--- config.mk ---
export PLATFORM = sky130hd
export DESIGN_NAME = dssc_ctrl
export DESIGN_NICKNAME = d
export VERILOG_FILES = /design/src/inc/dssc_pkg.sv /design/src/hdl/dssc_ctrl.sv
export VERILOG_INCLUDE_DIRS = /design/src /design/src/inc
export SDC_FILE = /design/constraint.sdc
export NUM_CORES = 1
export LEC_CHECK = 0
export BUFFER_PORTS_ARGS = -buffer_cell sky130_fd_sc_hd__buf_4
export CAP_MARGIN = 0
export CORE_ASPECT_RATIO = 0.6
export CORE_MARGIN = 4
export CORE_UTILIZATION = 64
export DETAILED_ROUTE_END_ITERATION = 10
export PLACE_DENSITY_LB_ADDON = 0.12
export SLEW_MARGIN = 15
export SYNTH_ARGS = -nofsm -noshare
export SYNTH_HDL_FRONTEND = slang
export SYNTH_SLANG_ARGS = --single-unit
--- constraint.sdc ---
create_clock -name mclk -period 9.45 [get_ports mclk]
set_input_delay 1.89 -clock mclk [delete_from_list [all_inputs] [get_ports mclk]]
set_output_delay 1.89 -clock mclk [all_outputs]
set_load 0.01 [all_outputs]
--- src/inc/dssc_defines.svh ---
// Purpose: Constants for the drive system settings control block
// Assumes: 40 MHz system clock
// Notes: Frequencies in units of 0.1 kHz, voltages in volts
`ifndef DSSC_DEFINES_SVH
`define DSSC_DEFINES_SVH

`define DSSC_ADDR_CTRL 4'h0
`define DSSC_ADDR_THRESH 4'h1
`define DSSC_ADDR_FREQ 4'h2
`define DSSC_ADDR_STATUS 4'h3
`define DSSC_ADDR_OUT 4'h4

`define DSSC_CTRL_STOPKEY 0
`define DSSC_CTRL_STOPTYPE 1
`define DSSC_CTRL_HOLD 2
`define DSSC_CTRL_REDUCE 3
`define DSSC_CTRL_FAN_LO 4
`define DSSC_CTRL_FAN_HI 5
`define DSSC_CTRL_MODE_LO 6
`define DSSC_CTRL_MODE_HI 7

`define DSSC_CTRL_RST 8'h80
`define DSSC_MODE_SLV 2'h2

`define DSSC_THR_230_MIN 10'h14A
`define DSSC_THR_230_MAX 10'h18B
`define DSSC_THR_230_DEF 10'h17C
`define DSSC_THR_400_MIN 10'h294
`define DSSC_THR_400_MAX 10'h316
`define DSSC_THR_400_DEF 10'h2F8

`define DSSC_FREQ_MIN 8'h14
`define DSSC_FREQ_MIN_SLV 8'h15
`define DSSC_FREQ_MAX 8'h8C
`define DSSC_FREQ_DEF 8'h32

`define DSSC_FAN_RUNON_S 64'h12C
`define DSSC_CLK_HZ 64'h2625A00
`define DSSC_FAN_RUNON_CYC (`DSSC_FAN_RUNON_S * `DSSC_CLK_HZ)

`endif

--- src/inc/dssc_pkg.sv ---
// Purpose: Types for the drive system settings control block
// Assumes: Used together with dssc_defines.svh
// Notes: None
package dssc_pkg;

    typedef enum logic [1:0] {
        DSSC_FAN_ALWAYS = 2'b00,
        DSSC_FAN_RUNON = 2'b01,
        DSSC_FAN_TEMP = 2'b10
    } dssc_fan_e;

    typedef enum logic [1:0] {
        DSSC_ST_IDLE = 2'b00,
        DSSC_ST_RAMP = 2'b01,
        DSSC_ST_HOLD = 2'b10,
        DSSC_ST_COAST = 2'b11
    } dssc_stop_e;

    typedef struct packed {
        logic keypad_stop;
        logic term_stop;
        logic term_reset;
        logic run;
        logic overtemp;
        logic hs_hot;
        logic dc_excess;
    } dssc_evt_s;

    typedef struct packed {
        logic ramp_down;
        logic ramp_hold;
        logic coast;
        logic fault_reset;
        logic init_trigger;
        logic ovolt_fault;
        logic fan_on;
    } dssc_act_s;

    typedef logic [7:0] dssc_freq_t;

endpackage

--- src/hdl/dssc_ctrl.sv ---
// Purpose: Stop key, ramp hold, fan and pulse frequency control
// Assumes: All inputs synchronous to mclk; one clock domain
// Notes: Registers on a plain strobe port, read data one cycle later
//
// Decided for this implementation: the strobed register port and the placing of the registers.
`timescale 1ns/10ps
`include "dssc_defines.svh"

module dssc_ctrl #(
    parameter logic [63:0] FAN_RUNON_CYC = `DSSC_FAN_RUNON_CYC
) (
    // Clock and reset
    input wire logic mclk,
    input wire logic sys_rst,
    // Register port
    input wire logic [3:0] reg_addr,
    input wire logic [15:0] reg_wdata,
    input wire logic reg_wr,
    input wire logic reg_rd,
    output logic [15:0] reg_rdata,
    // Straps and inputs
    input wire logic unit_400v,
    input wire logic keypad_fitted,
    input wire logic [9:0] dclink_volts,
    input wire dssc_pkg::dssc_evt_s evt,
    // Actions to power stage and fan
    output dssc_pkg::dssc_act_s act,
    output dssc_pkg::dssc_freq_t pulse_freq,
    output logic [7:0] fault_code
);
    import dssc_pkg::*;

    // Settings
    logic [7:0] ctrl_q;
    logic [9:0] thresh_q;
    dssc_freq_t freq_set_q;
    logic strap_done_q;

    // Stop path and faults
    dssc_stop_e stop_q;
    dssc_stop_e stop_d;
    logic ramp_down_q;
    logic ramp_hold_q;
    logic coast_q;
    logic fault_reset_q;
    logic init_trig_q;
    logic ovolt_q;
    logic [7:0] fault_q;

    // Fan and pulse frequency
    logic fan_on_q;
    logic [63:0] fan_cnt_q;
    logic run_q;
    dssc_freq_t freq_q;

    // Read port and assembled actions
    logic [15:0] rdata_q;
    dssc_act_s act_q;

    // Decoded settings and requests
    logic [9:0] thr_lo;
    logic [9:0] thr_hi;
    logic [9:0] thr_def;
    dssc_freq_t freq_lo;
    logic key_ok;
    logic stop_req;
    logic clr_req;
    logic over_thr;
    logic key_disable;
    logic coast_sel;
    logic slv_mode;
    dssc_fan_e fan_mode;

    assign key_disable = ctrl_q[`DSSC_CTRL_STOPKEY];
    assign coast_sel = ctrl_q[`DSSC_CTRL_STOPTYPE];
    assign fan_mode = dssc_fan_e'(ctrl_q[`DSSC_CTRL_FAN_HI:`DSSC_CTRL_FAN_LO]);
    assign slv_mode = ctrl_q[`DSSC_CTRL_MODE_HI:`DSSC_CTRL_MODE_LO] == `DSSC_MODE_SLV;
    assign thr_lo = unit_400v ? `DSSC_THR_400_MIN : `DSSC_THR_230_MIN;
    assign thr_hi = unit_400v ? `DSSC_THR_400_MAX : `DSSC_THR_230_MAX;
    assign thr_def = unit_400v ? `DSSC_THR_400_DEF : `DSSC_THR_230_DEF;
    assign freq_lo = slv_mode ? `DSSC_FREQ_MIN_SLV : `DSSC_FREQ_MIN;

    assign key_ok = keypad_fitted && evt.keypad_stop && !key_disable;
    assign stop_req = key_ok || evt.term_stop;
    // Fault indications cleared by key or terminal
    assign clr_req = key_ok || evt.term_reset;
    // Strictly above; equal counts as fallen back
    assign over_thr = dclink_volts > thresh_q;

    // Control register; mode bits default to SENSORLESS_VECTOR_MODE
    always_ff @(posedge mclk or posedge sys_rst) begin
        if (sys_rst) begin
            ctrl_q <= `DSSC_CTRL_RST;
        end else if (reg_wr && reg_addr == `DSSC_ADDR_CTRL) begin
            ctrl_q <= reg_wdata[7:0];
        end
    end

    // Threshold: default caught after reset, writes clamped to range
    // Strap default read once; write clamp limits follow the live pin
    always_ff @(posedge mclk or posedge sys_rst) begin
        if (sys_rst) begin
            thresh_q <= 10'h000;
            strap_done_q <= 1'b0;
        end else if (!strap_done_q) begin
            thresh_q <= thr_def;
            strap_done_q <= 1'b1;
        end else if (reg_wr && reg_addr == `DSSC_ADDR_THRESH) begin
            if (reg_wdata[9:0] < thr_lo) begin
                thresh_q <= thr_lo;
            end else if (reg_wdata[9:0] > thr_hi) begin
                thresh_q <= thr_hi;
            end else begin
                thresh_q <= reg_wdata[9:0];
            end
        end
    end

    // Programmed pulse frequency
    always_ff @(posedge mclk or posedge sys_rst) begin
        if (sys_rst) begin
            freq_set_q <= `DSSC_FREQ_DEF;
        end else if (reg_wr && reg_addr == `DSSC_ADDR_FREQ) begin
            if (reg_wdata[7:0] < `DSSC_FREQ_MIN) begin
                freq_set_q <= `DSSC_FREQ_MIN;
            end else if (reg_wdata[7:0] > `DSSC_FREQ_MAX) begin
                freq_set_q <= `DSSC_FREQ_MAX;
            end else begin
                freq_set_q <= reg_wdata[7:0];
            end
        end
    end

    // Effective pulse frequency
    // Reduction wins over the programmed value, never below floor
    always_ff @(posedge mclk or posedge sys_rst) begin
        if (sys_rst) begin
            freq_q <= `DSSC_FREQ_DEF;
        end else if (ctrl_q[`DSSC_CTRL_REDUCE] && evt.overtemp) begin
            freq_q <= freq_lo;
        end else if (freq_set_q < freq_lo) begin
            freq_q <= freq_lo;
        end else begin
            freq_q <= freq_set_q;
        end
    end

    // Stop sequencing
    // Only a run command without a new stop returns ramp or coast to idle
    always_comb begin
        stop_d = stop_q;
        case (stop_q)
            DSSC_ST_IDLE: begin
                if (stop_req) begin
                    stop_d = coast_sel ? DSSC_ST_COAST : DSSC_ST_RAMP;
                end
            end
            DSSC_ST_RAMP: begin
                if (evt.run && !stop_req) begin
                    stop_d = DSSC_ST_IDLE;
                end else if (ctrl_q[`DSSC_CTRL_HOLD] && over_thr) begin
                    stop_d = DSSC_ST_HOLD;
                end
            end
            DSSC_ST_HOLD: begin
                if (!ctrl_q[`DSSC_CTRL_HOLD] || !over_thr) begin
                    stop_d = DSSC_ST_RAMP;
                end
            end
            DSSC_ST_COAST: begin
                if (evt.run && !stop_req) begin
                    stop_d = DSSC_ST_IDLE;
                end
            end
            default: begin
                stop_d = DSSC_ST_IDLE;
            end
        endcase
    end

    always_ff @(posedge mclk or posedge sys_rst) begin
        if (sys_rst) begin
            stop_q <= DSSC_ST_IDLE;
        end else begin
            stop_q <= stop_d;
        end
    end

    // Stop state outputs, one cycle after cause
    always_ff @(posedge mclk or posedge sys_rst) begin
        if (sys_rst) begin
            ramp_down_q <= 1'b0;
            ramp_hold_q <= 1'b0;
            coast_q <= 1'b0;
        end else begin
            ramp_down_q <= stop_d == DSSC_ST_RAMP;
            ramp_hold_q <= stop_d == DSSC_ST_HOLD;
            coast_q <= stop_d == DSSC_ST_COAST;
        end
    end

    // Pulses last one cycle per cycle of cause
    always_ff @(posedge mclk or posedge sys_rst) begin
        if (sys_rst) begin
            fault_reset_q <= 1'b0;
            init_trig_q <= 1'b0;
        end else begin
            fault_reset_q <= clr_req;
            init_trig_q <= key_ok;
        end
    end

    // Sticky; a new excess wins over reset
    always_ff @(posedge mclk or posedge sys_rst) begin
        if (sys_rst) begin
            ovolt_q <= 1'b0;
        end else if (evt.dc_excess) begin
            ovolt_q <= 1'b1;
        end else if (clr_req) begin
            ovolt_q <= 1'b0;
        end
    end

    always_ff @(posedge mclk or posedge sys_rst) begin
        if (sys_rst) begin
            fault_q <= 8'h00;
        end else if (evt.dc_excess) begin
            fault_q <= 8'h07;
        end else if (clr_req) begin
            fault_q <= 8'h00;
        end
    end

    // Fan run-on timer; starts loaded for the power-up check
    // Wide enough for the full run-on at the system clock
    always_ff @(posedge mclk or posedge sys_rst) begin
        if (sys_rst) begin
            run_q <= 1'b0;
            fan_cnt_q <= 64'h0;
        end else begin
            run_q <= evt.run;
            if (!strap_done_q) begin
                fan_cnt_q <= FAN_RUNON_CYC;
            end else if (evt.run != run_q || stop_req) begin
                fan_cnt_q <= FAN_RUNON_CYC;
            end else if (fan_cnt_q != 64'h0) begin
                fan_cnt_q <= fan_cnt_q - 64'h1;
            end
        end
    end

    always_ff @(posedge mclk or posedge sys_rst) begin
        if (sys_rst) begin
            fan_on_q <= 1'b1;
        end else begin
            case (fan_mode)
                DSSC_FAN_ALWAYS: begin
                    fan_on_q <= 1'b1;
                end
                DSSC_FAN_RUNON: begin
                    fan_on_q <= evt.run || fan_cnt_q != 64'h0;
                end
                DSSC_FAN_TEMP: begin
                    fan_on_q <= evt.hs_hot;
                end
                default: begin
                    fan_on_q <= 1'b1;
                end
            endcase
        end
    end

    // Register read, data one cycle after strobe
    // Zero outside the answer cycle, so reads can be OR-ed
    always_ff @(posedge mclk or posedge sys_rst) begin
        if (sys_rst) begin
            rdata_q <= 16'h0000;
        end else if (reg_rd) begin
            if (reg_addr == `DSSC_ADDR_CTRL) begin
                rdata_q <= {8'h00, ctrl_q};
            end else if (reg_addr == `DSSC_ADDR_THRESH) begin
                rdata_q <= {6'h00, thresh_q};
            end else if (reg_addr == `DSSC_ADDR_FREQ) begin
                rdata_q <= {8'h00, freq_set_q};
            end else if (reg_addr == `DSSC_ADDR_STATUS) begin
                rdata_q <= {6'h00, stop_q, fault_q};
            end else if (reg_addr == `DSSC_ADDR_OUT) begin
                rdata_q <= {1'b0, act_q, freq_q};
            end else begin
                rdata_q <= 16'h0000;
            end
        end else begin
            rdata_q <= 16'h0000;
        end
    end

    // Outputs straight from flops
    assign act_q = {ramp_down_q, ramp_hold_q, coast_q, fault_reset_q, init_trig_q, ovolt_q,
        fan_on_q};
    assign reg_rdata = rdata_q;
    assign act = act_q;
    assign pulse_freq = freq_q;
    assign fault_code = fault_q;

endmodule

* Word-level counts from Yosys, hierarchy flattened
Cells that the tools add are included.
Storage, ports and cells: logic and storage cells 94, output and inout bits 39, input port bits 43, memory bits (writable) 0, register bits 133, ROM bits 0, memories 0, latch bits 0
Cells by class: add/subtract/negate cells 1, bitwise gates (word level) 0, multipliers 0, equal/unequal tests 16, div/mod/pow operators 0, order comparisons 6, multiplexer cells 33, shift-type cells 0, reductions and logical operators 21
Operators with widths (count):
- 64-bit two-way mux | 3
- 15-bit two-way mux | 5
- 10-bit two-way mux | 7
- 64-bit nonzero test | 1
- 64-bit by 1-bit subtractor with 64-bit output, second input constant | 1
- 8-bit two-way mux | 6
- 10-bit > comparator | 2
- 16-bit two-way mux | 1
- 2-bit == test, second input constant | 6
- 2-bit two-way mux | 6
- 10-bit less-than comparator | 1
- 4-bit by 2-bit == test with 1-bit output, second input constant | 2
- 8-bit > comparator, second input constant | 1
- 1-bit logical AND | 8
- 8-bit by 5-bit less-than comparator with 1-bit output | 1
- 8-bit by 5-bit less-than comparator with 1-bit output, second input constant | 1
- 2-bit case mux with 4 select lines | 1
- 2-bit by 1-bit == test with 1-bit output, second input constant | 3
- 1-bit logical OR | 5
- 4-bit by 1-bit == test with 1-bit output, second input constant | 1
- 4-bit by 3-bit == test with 1-bit output, second input constant | 1
- 1-bit zero test | 4
- 4-bit zero test | 1
- 1-bit two-way mux | 3
- other kinds (6) | 6

* Logic depth before layout (Yosys ltp)
depth after elaboration 8, depth in mapped cells 10, gate-level depth less buffers 8

* Least setup slack after synthesis
Ideal clock, no wire load.
path kind input-to-reg, start in unit_400v, end reg thresh_q[7], path slack 5.227 ns, arrival 4.103 ns, required time 9.330 ns, path buffers 0, library setup time 0.120 ns, stages on the path 8, cell sequence clkinv_1 > ha_1 > and4b_1 > a221oi_1 > o21ai_1 > or4b_2 > o311a_1 > a31o_2
On the way: cells in the longest elaborated chain, start to end 6, elaborated cells between the ends (all ways) 9, those cells by class order compare (2); mux (7)
Ends and longest elaborated chain:
- from (decl) | line dssc_ctrl.sv:22 | input wire logic unit_400v,
- 10-bit two-way mux (no source line)
- 10-bit > comparator | line dssc_ctrl.sv:111 | end else if (reg_wdata[9:0] > thr_hi) begin
- 10-bit two-way mux | line dssc_ctrl.sv:111
- 10-bit two-way mux | line dssc_ctrl.sv:109 | if (reg_wdata[9:0] < thr_lo) begin
- 10-bit two-way mux | line dssc_ctrl.sv:108 | end else if (reg_wr && reg_addr == `DSSC_ADDR_THRESH) begin
- 10-bit two-way mux * | line dssc_ctrl.sv:105 | end else if (!strap_done_q) begin
- to (signal assigned) | line dssc_ctrl.sv:106 | thresh_q <= thr_def;
- to (signal assigned) | line dssc_ctrl.sv:110 | thresh_q <= thr_lo;
- to (signal assigned) | line dssc_ctrl.sv:112 | thresh_q <= thr_hi;
- to (decl) | line dssc_ctrl.sv:35 | logic [9:0] thresh_q;
Every way passes the cells marked *; elsewhere a longest branch is shown, timed or not. The select of a mux whose other input is x is not followed. A chain may end at the register's enable or synchronous reset.

* Final worst setup path
Ends and elaborated chain as after synthesis.

==> run summary <==
The flow ran to the end, and the final reports show no timing, DRC or antenna violations. The finished layout holds 946 standard cells, fillers aside. The worst setup path is launched from an input port. The fraction of synthesized area in multiplexers works out to 0.02627. The tools report the final weighted congestion of routability-driven global placement as 0.9253.

Path class of the lowest-slack min-delay path: register to register. The average size of a mapped cell was 9.499 um2; the number of nets in the final layout was 860. The startpoint identified for the worst hold timing path is coast_q$_DFF_PP0_. In this run the cell area of the synthesized design comes to 7096 um2.

The clock insertion delay at the later pin of the skew report was 0.42 ns; the setup slack after layout was 4.985 ns. For the number of gates resized after CTS, the log shows 0. The die width was 143.9 um; the number of buffers inserted during clock tree synthesis was 17.

The most used flip-flop cell after synthesis is dfrtp_1. The first routing iteration left 600 violations. The maximum cell stage delay along the critical path is 0.66 ns, and the leakage power figure is 3.661 nW.

The run gives 0.3122 as the global-route usage over all layers. Row generation in the floorplan step produced 29 rows. The number of global-route vias before repair came out at 6,001. Area share of and/or/nand/nor cells after synthesis: 0.2262. STA classifies the critical path endpoint as a register.

The clock period could shrink to 4.465 ns. The number of buffers and inverters on the critical path is 2. The tools report the setup violation total in the final timing report as 0. The power density over the cells was 184.1 nW/um2; the share of synthesized cell area in full adder, half adder and majority cells was 0.04197.

The worst slack at placement came out at 4.632 ns. The arrival time at the worst endpoint is 4.77 ns, and the first-pass GRT wire length is 30.95 mm. Entering global routing, the biggest net connects 71 pins. The repair_antennas step left the layout with diodes totalling 0.

The remaining global-route overflow was 0; the post-synthesis cell type count was 76. The count of yosys warnings during synthesis is 0. Post-synthesis compound-gate area fraction: 0.1878. The clock passes through at most 2 buffers.

Slew at the pin closest to its max-slew limit: 1.123 ns. CTS built an H-tree with a depth of 4. The starting density of the core is 0.6629, and the total chip power is 1.504 mW.

The area growth from synthesis to layout is 15.18%, and the count of placed standard cells including taps is 914. Once placement finished, the instance area stood at 7581 um2. Across the run, the number of max-cap violations was 0.

Walking the worst path, the cells encountered are buf_4 > clkinv_1 > ha_1 > nor4bb_1 > o21ai_0 > or4b_2 > o311a_1 > a31o_2. After routing, the total negative slack on setup checks comes to 0 ns. The tightest slew margin relative to the limit is 0.2504, and the count of hold-fix buffers inserted at cts is 0. Critical path class: input port to register. Once detail routing completed, the nets flagged for antenna violations numbered 0. Yosys mapped a number of flops with a built-in enable equal to 0.

TritonCTS built the clock tree. Across the routed clock network, the largest skew measured is 0.007618 ns. The wire-length estimate of the detail-placed layout is 13.23 mm. The total wirelength of the detailed-routed design came out at 19.12 mm. After clock tree synthesis, the clock-pin slew on the worst setup and hold paths is 0.06 ns. After detailed routing, the average wire length per cell comes to 20.22 um. For the worst flop-to-flop path, the logic depth is 6. Summing over every cut layer, the via total after detailed routing is 6,339. The post-route clock period utilization was 0.4725; the number of input and output port buffers inserted was 69.

With fillers left out, the area of the finished cells amounts to 8173 um2. The library cell used most frequently in the layout, excluding fill and tap cells, is dfrtp_1. The tools report the register area share after synthesis as 0.4387. For the initial antenna violation count, the log shows 0. In this run the count of I/O pins placed on the die edge is 82. Setup fix buffers added after clock tree synthesis: 0.

The number of synthesized register bits was 124; the synthesized-area fraction occupied by xor and xnor cells was 0.02469. The DRC violation count after routing came out at 0. In the layout the commonest cells are 116 x dfrtp_1, 73 x buf_4, 63 x nand2_1, 54 x a21oi_1, 52 x nor2_1. Counting every sink on the clock net gives 124.

Data on the critical path is required at its endpoint by 9.76 ns. The tools report the max-slew violation count as 0. The proportion of synthesized flip-flops having asynchronous set or reset was 1.000; the number of optimization iterations in the first detailed-route pass was 5. The count of final hold-check violations was 0. The startpoint identified for the worst register-to-register timing path is fan_cnt_q[60]$_DFFE_PP0P_.

Clock tree synthesis selected as its root buffer the cell clkbuf_16. The slowest stage of the critical path is the or4b_2 cell. The depth of the worst hold-timing path came out at 1. Based on the critical path, the design can be clocked at up to 224.0 MHz.

Setup repair after global routing left no endpoint under its margin. The worst voltage drop across the vdd grid was 0.1361 mV. The worst register-to-register path ends at fan_cnt_q[44]$_DFFE_PP0P_. The largest fanout of any net on the critical path came out at 14. The fraction of final layout cells sized beyond drive strength 1 is 0.1834, and the die area is 12,890 um2. After floorplanning, the core was sized to cover 10,700 um2. The floorplan step set the die height to 89.56 um. Synthesis handed over a netlist of 747 instances. The run gives 5.69 ns as the reg-to-reg setup timing slack. Dividing the detail-routed via count by the number of cells gives 6.701.

Broken down by cell family, the worst path's largest delay share belongs to simple AND/OR/NAND/NOR gates. After synthesis, the largest family of logic cells by area is simple AND/OR/NAND/NOR gates. The worst hold path terminates at reg_rdata[12]$_DFF_PP0_.
## worst max path at each step
stage | start | end | slack [ns] | cells past startpoint
after floorplan | sys_rst | coast_q$_DFF_PP0_ | 4.27 | 1
after global placement | unit_400v | thresh_q[7]$_DFFE_PP0P_ | 4.77 | 9
after detailed placement | unit_400v | thresh_q[7]$_DFFE_PP0P_ | 4.63 | 8
after CTS | unit_400v | thresh_q[7]$_DFFE_PP0P_ | 5.07 | 8
after global routing | unit_400v | thresh_q[7]$_DFFE_PP0P_ | 4.73 | 8
final | unit_400v | thresh_q[7]$_DFFE_PP0P_ | 4.98 | 8
## kinds of logic (layout without fill, tap and decap cells)
group,Yosys count,in the layout
mux,18,18
compound gates,198,198
flops,124,124
simple gates,279,279
other cells,2,7
buf+inv,82,137
xor+xnor,20,20
fa+ha+maj,24,24
## registers in the layout, summed over array words and instances, names as in the netlist
name,count
thresh_q,10
stop_q,2
fan_on_q,1
reg_rdata,15
strap_done_q,1
fault_reset_q,1
fault_code,1
fan_cnt_q,64
init_trig_q,1
ramp_down_q,1
run_q,1
pulse_freq,8
freq_set_q,8
coast_q,1
ctrl_q,8
ramp_hold_q,1
## through the flow
stage	util	hold WS [ns]
floorplan	-	0.4392
global placement	0.7082	0.4597
detailed placement	0.7082	0.4645
CTS	0.7631	0.4805
global route	0.7635	0.5010
finish	0.7635	0.4816
## cell type report
class                      count  area, um2
clock inverter                12      120.1
inverter                      32      122.6
sequential                   124       3113
clock buffer                  20      466.7
timing repair buffer          73      548.0
multi-input combinational    546       3628
fill                         722       2531
tap                          139      173.9
## cells in the mapped netlist (3+ instances only)
library cell / count / area [um2]
a2111oi_0: 3 / 26.28
a211oi_1: 9 / 67.56
a21o_1: 6 / 45.04
a21oi_1: 54 / 270.3
a22o_1: 4 / 35.03
a22oi_1: 3 / 22.52
a2bb2oi_1: 5 / 43.79
a311oi_1: 4 / 35.03
a31oi_1: 5 / 31.28
and2_1: 13 / 81.33
and3_1: 6 / 37.54
and4_1: 5 / 43.79
buf_2: 5 / 25.02
buf_4: 17 / 127.6
clkbuf_1: 27 / 101.4
dfrtp_1: 116 / 2903
dfstp_2: 8 / 210.2
ha_1: 23 / 287.8
inv_1: 30 / 112.6
mux2_2: 5 / 56.30
mux2i_1: 13 / 130.1
nand2_1: 63 / 236.5
nand2b_1: 14 / 87.58
nand3_1: 12 / 60.06
nand4_1: 8 / 50.05
nand4b_1: 3 / 26.28
nor2_1: 52 / 195.2
nor2b_1: 3 / 18.77
nor3_1: 17 / 85.08
nor4_1: 7 / 43.79
nor4_4: 3 / 63.81
o211ai_1: 10 / 75.07
o21a_1: 4 / 30.03
o21ai_0: 35 / 175.2
o311ai_0: 4 / 35.03
o31ai_1: 24 / 180.2
o41ai_1: 8 / 70.07
or2_2: 10 / 62.56
or3_1: 18 / 112.6
or4_1: 25 / 187.7
xnor2_1: 8 / 70.07
xor2_1: 12 / 105.1
## layer usage
| layer | track usage | vias up | share of wire |
|---|---|---|---|
| li1 | - | 2852 | - |
| met1 | 0.4699 | 3082 | 0.44 |
| met2 | 0.4494 | 357 | 0.44 |
| met3 | 0.07590 | 48 | 0.10 |
| met4 | 0.09316 | 0 | 0.016 |
| met5 | 0 | - | 0 |
## power breakdown
part / switching [mW] / internal (mW) / total, mW
Sequential: 0.0457 / 0.577 / 0.622
Clock: 0.241 / 0.406 / 0.647
Combinational: 0.135 / 0.0996 / 0.235
Total: 0.422 / 1.08 / 1.50
No activity file was read; power rests on OpenSTA's default activity.
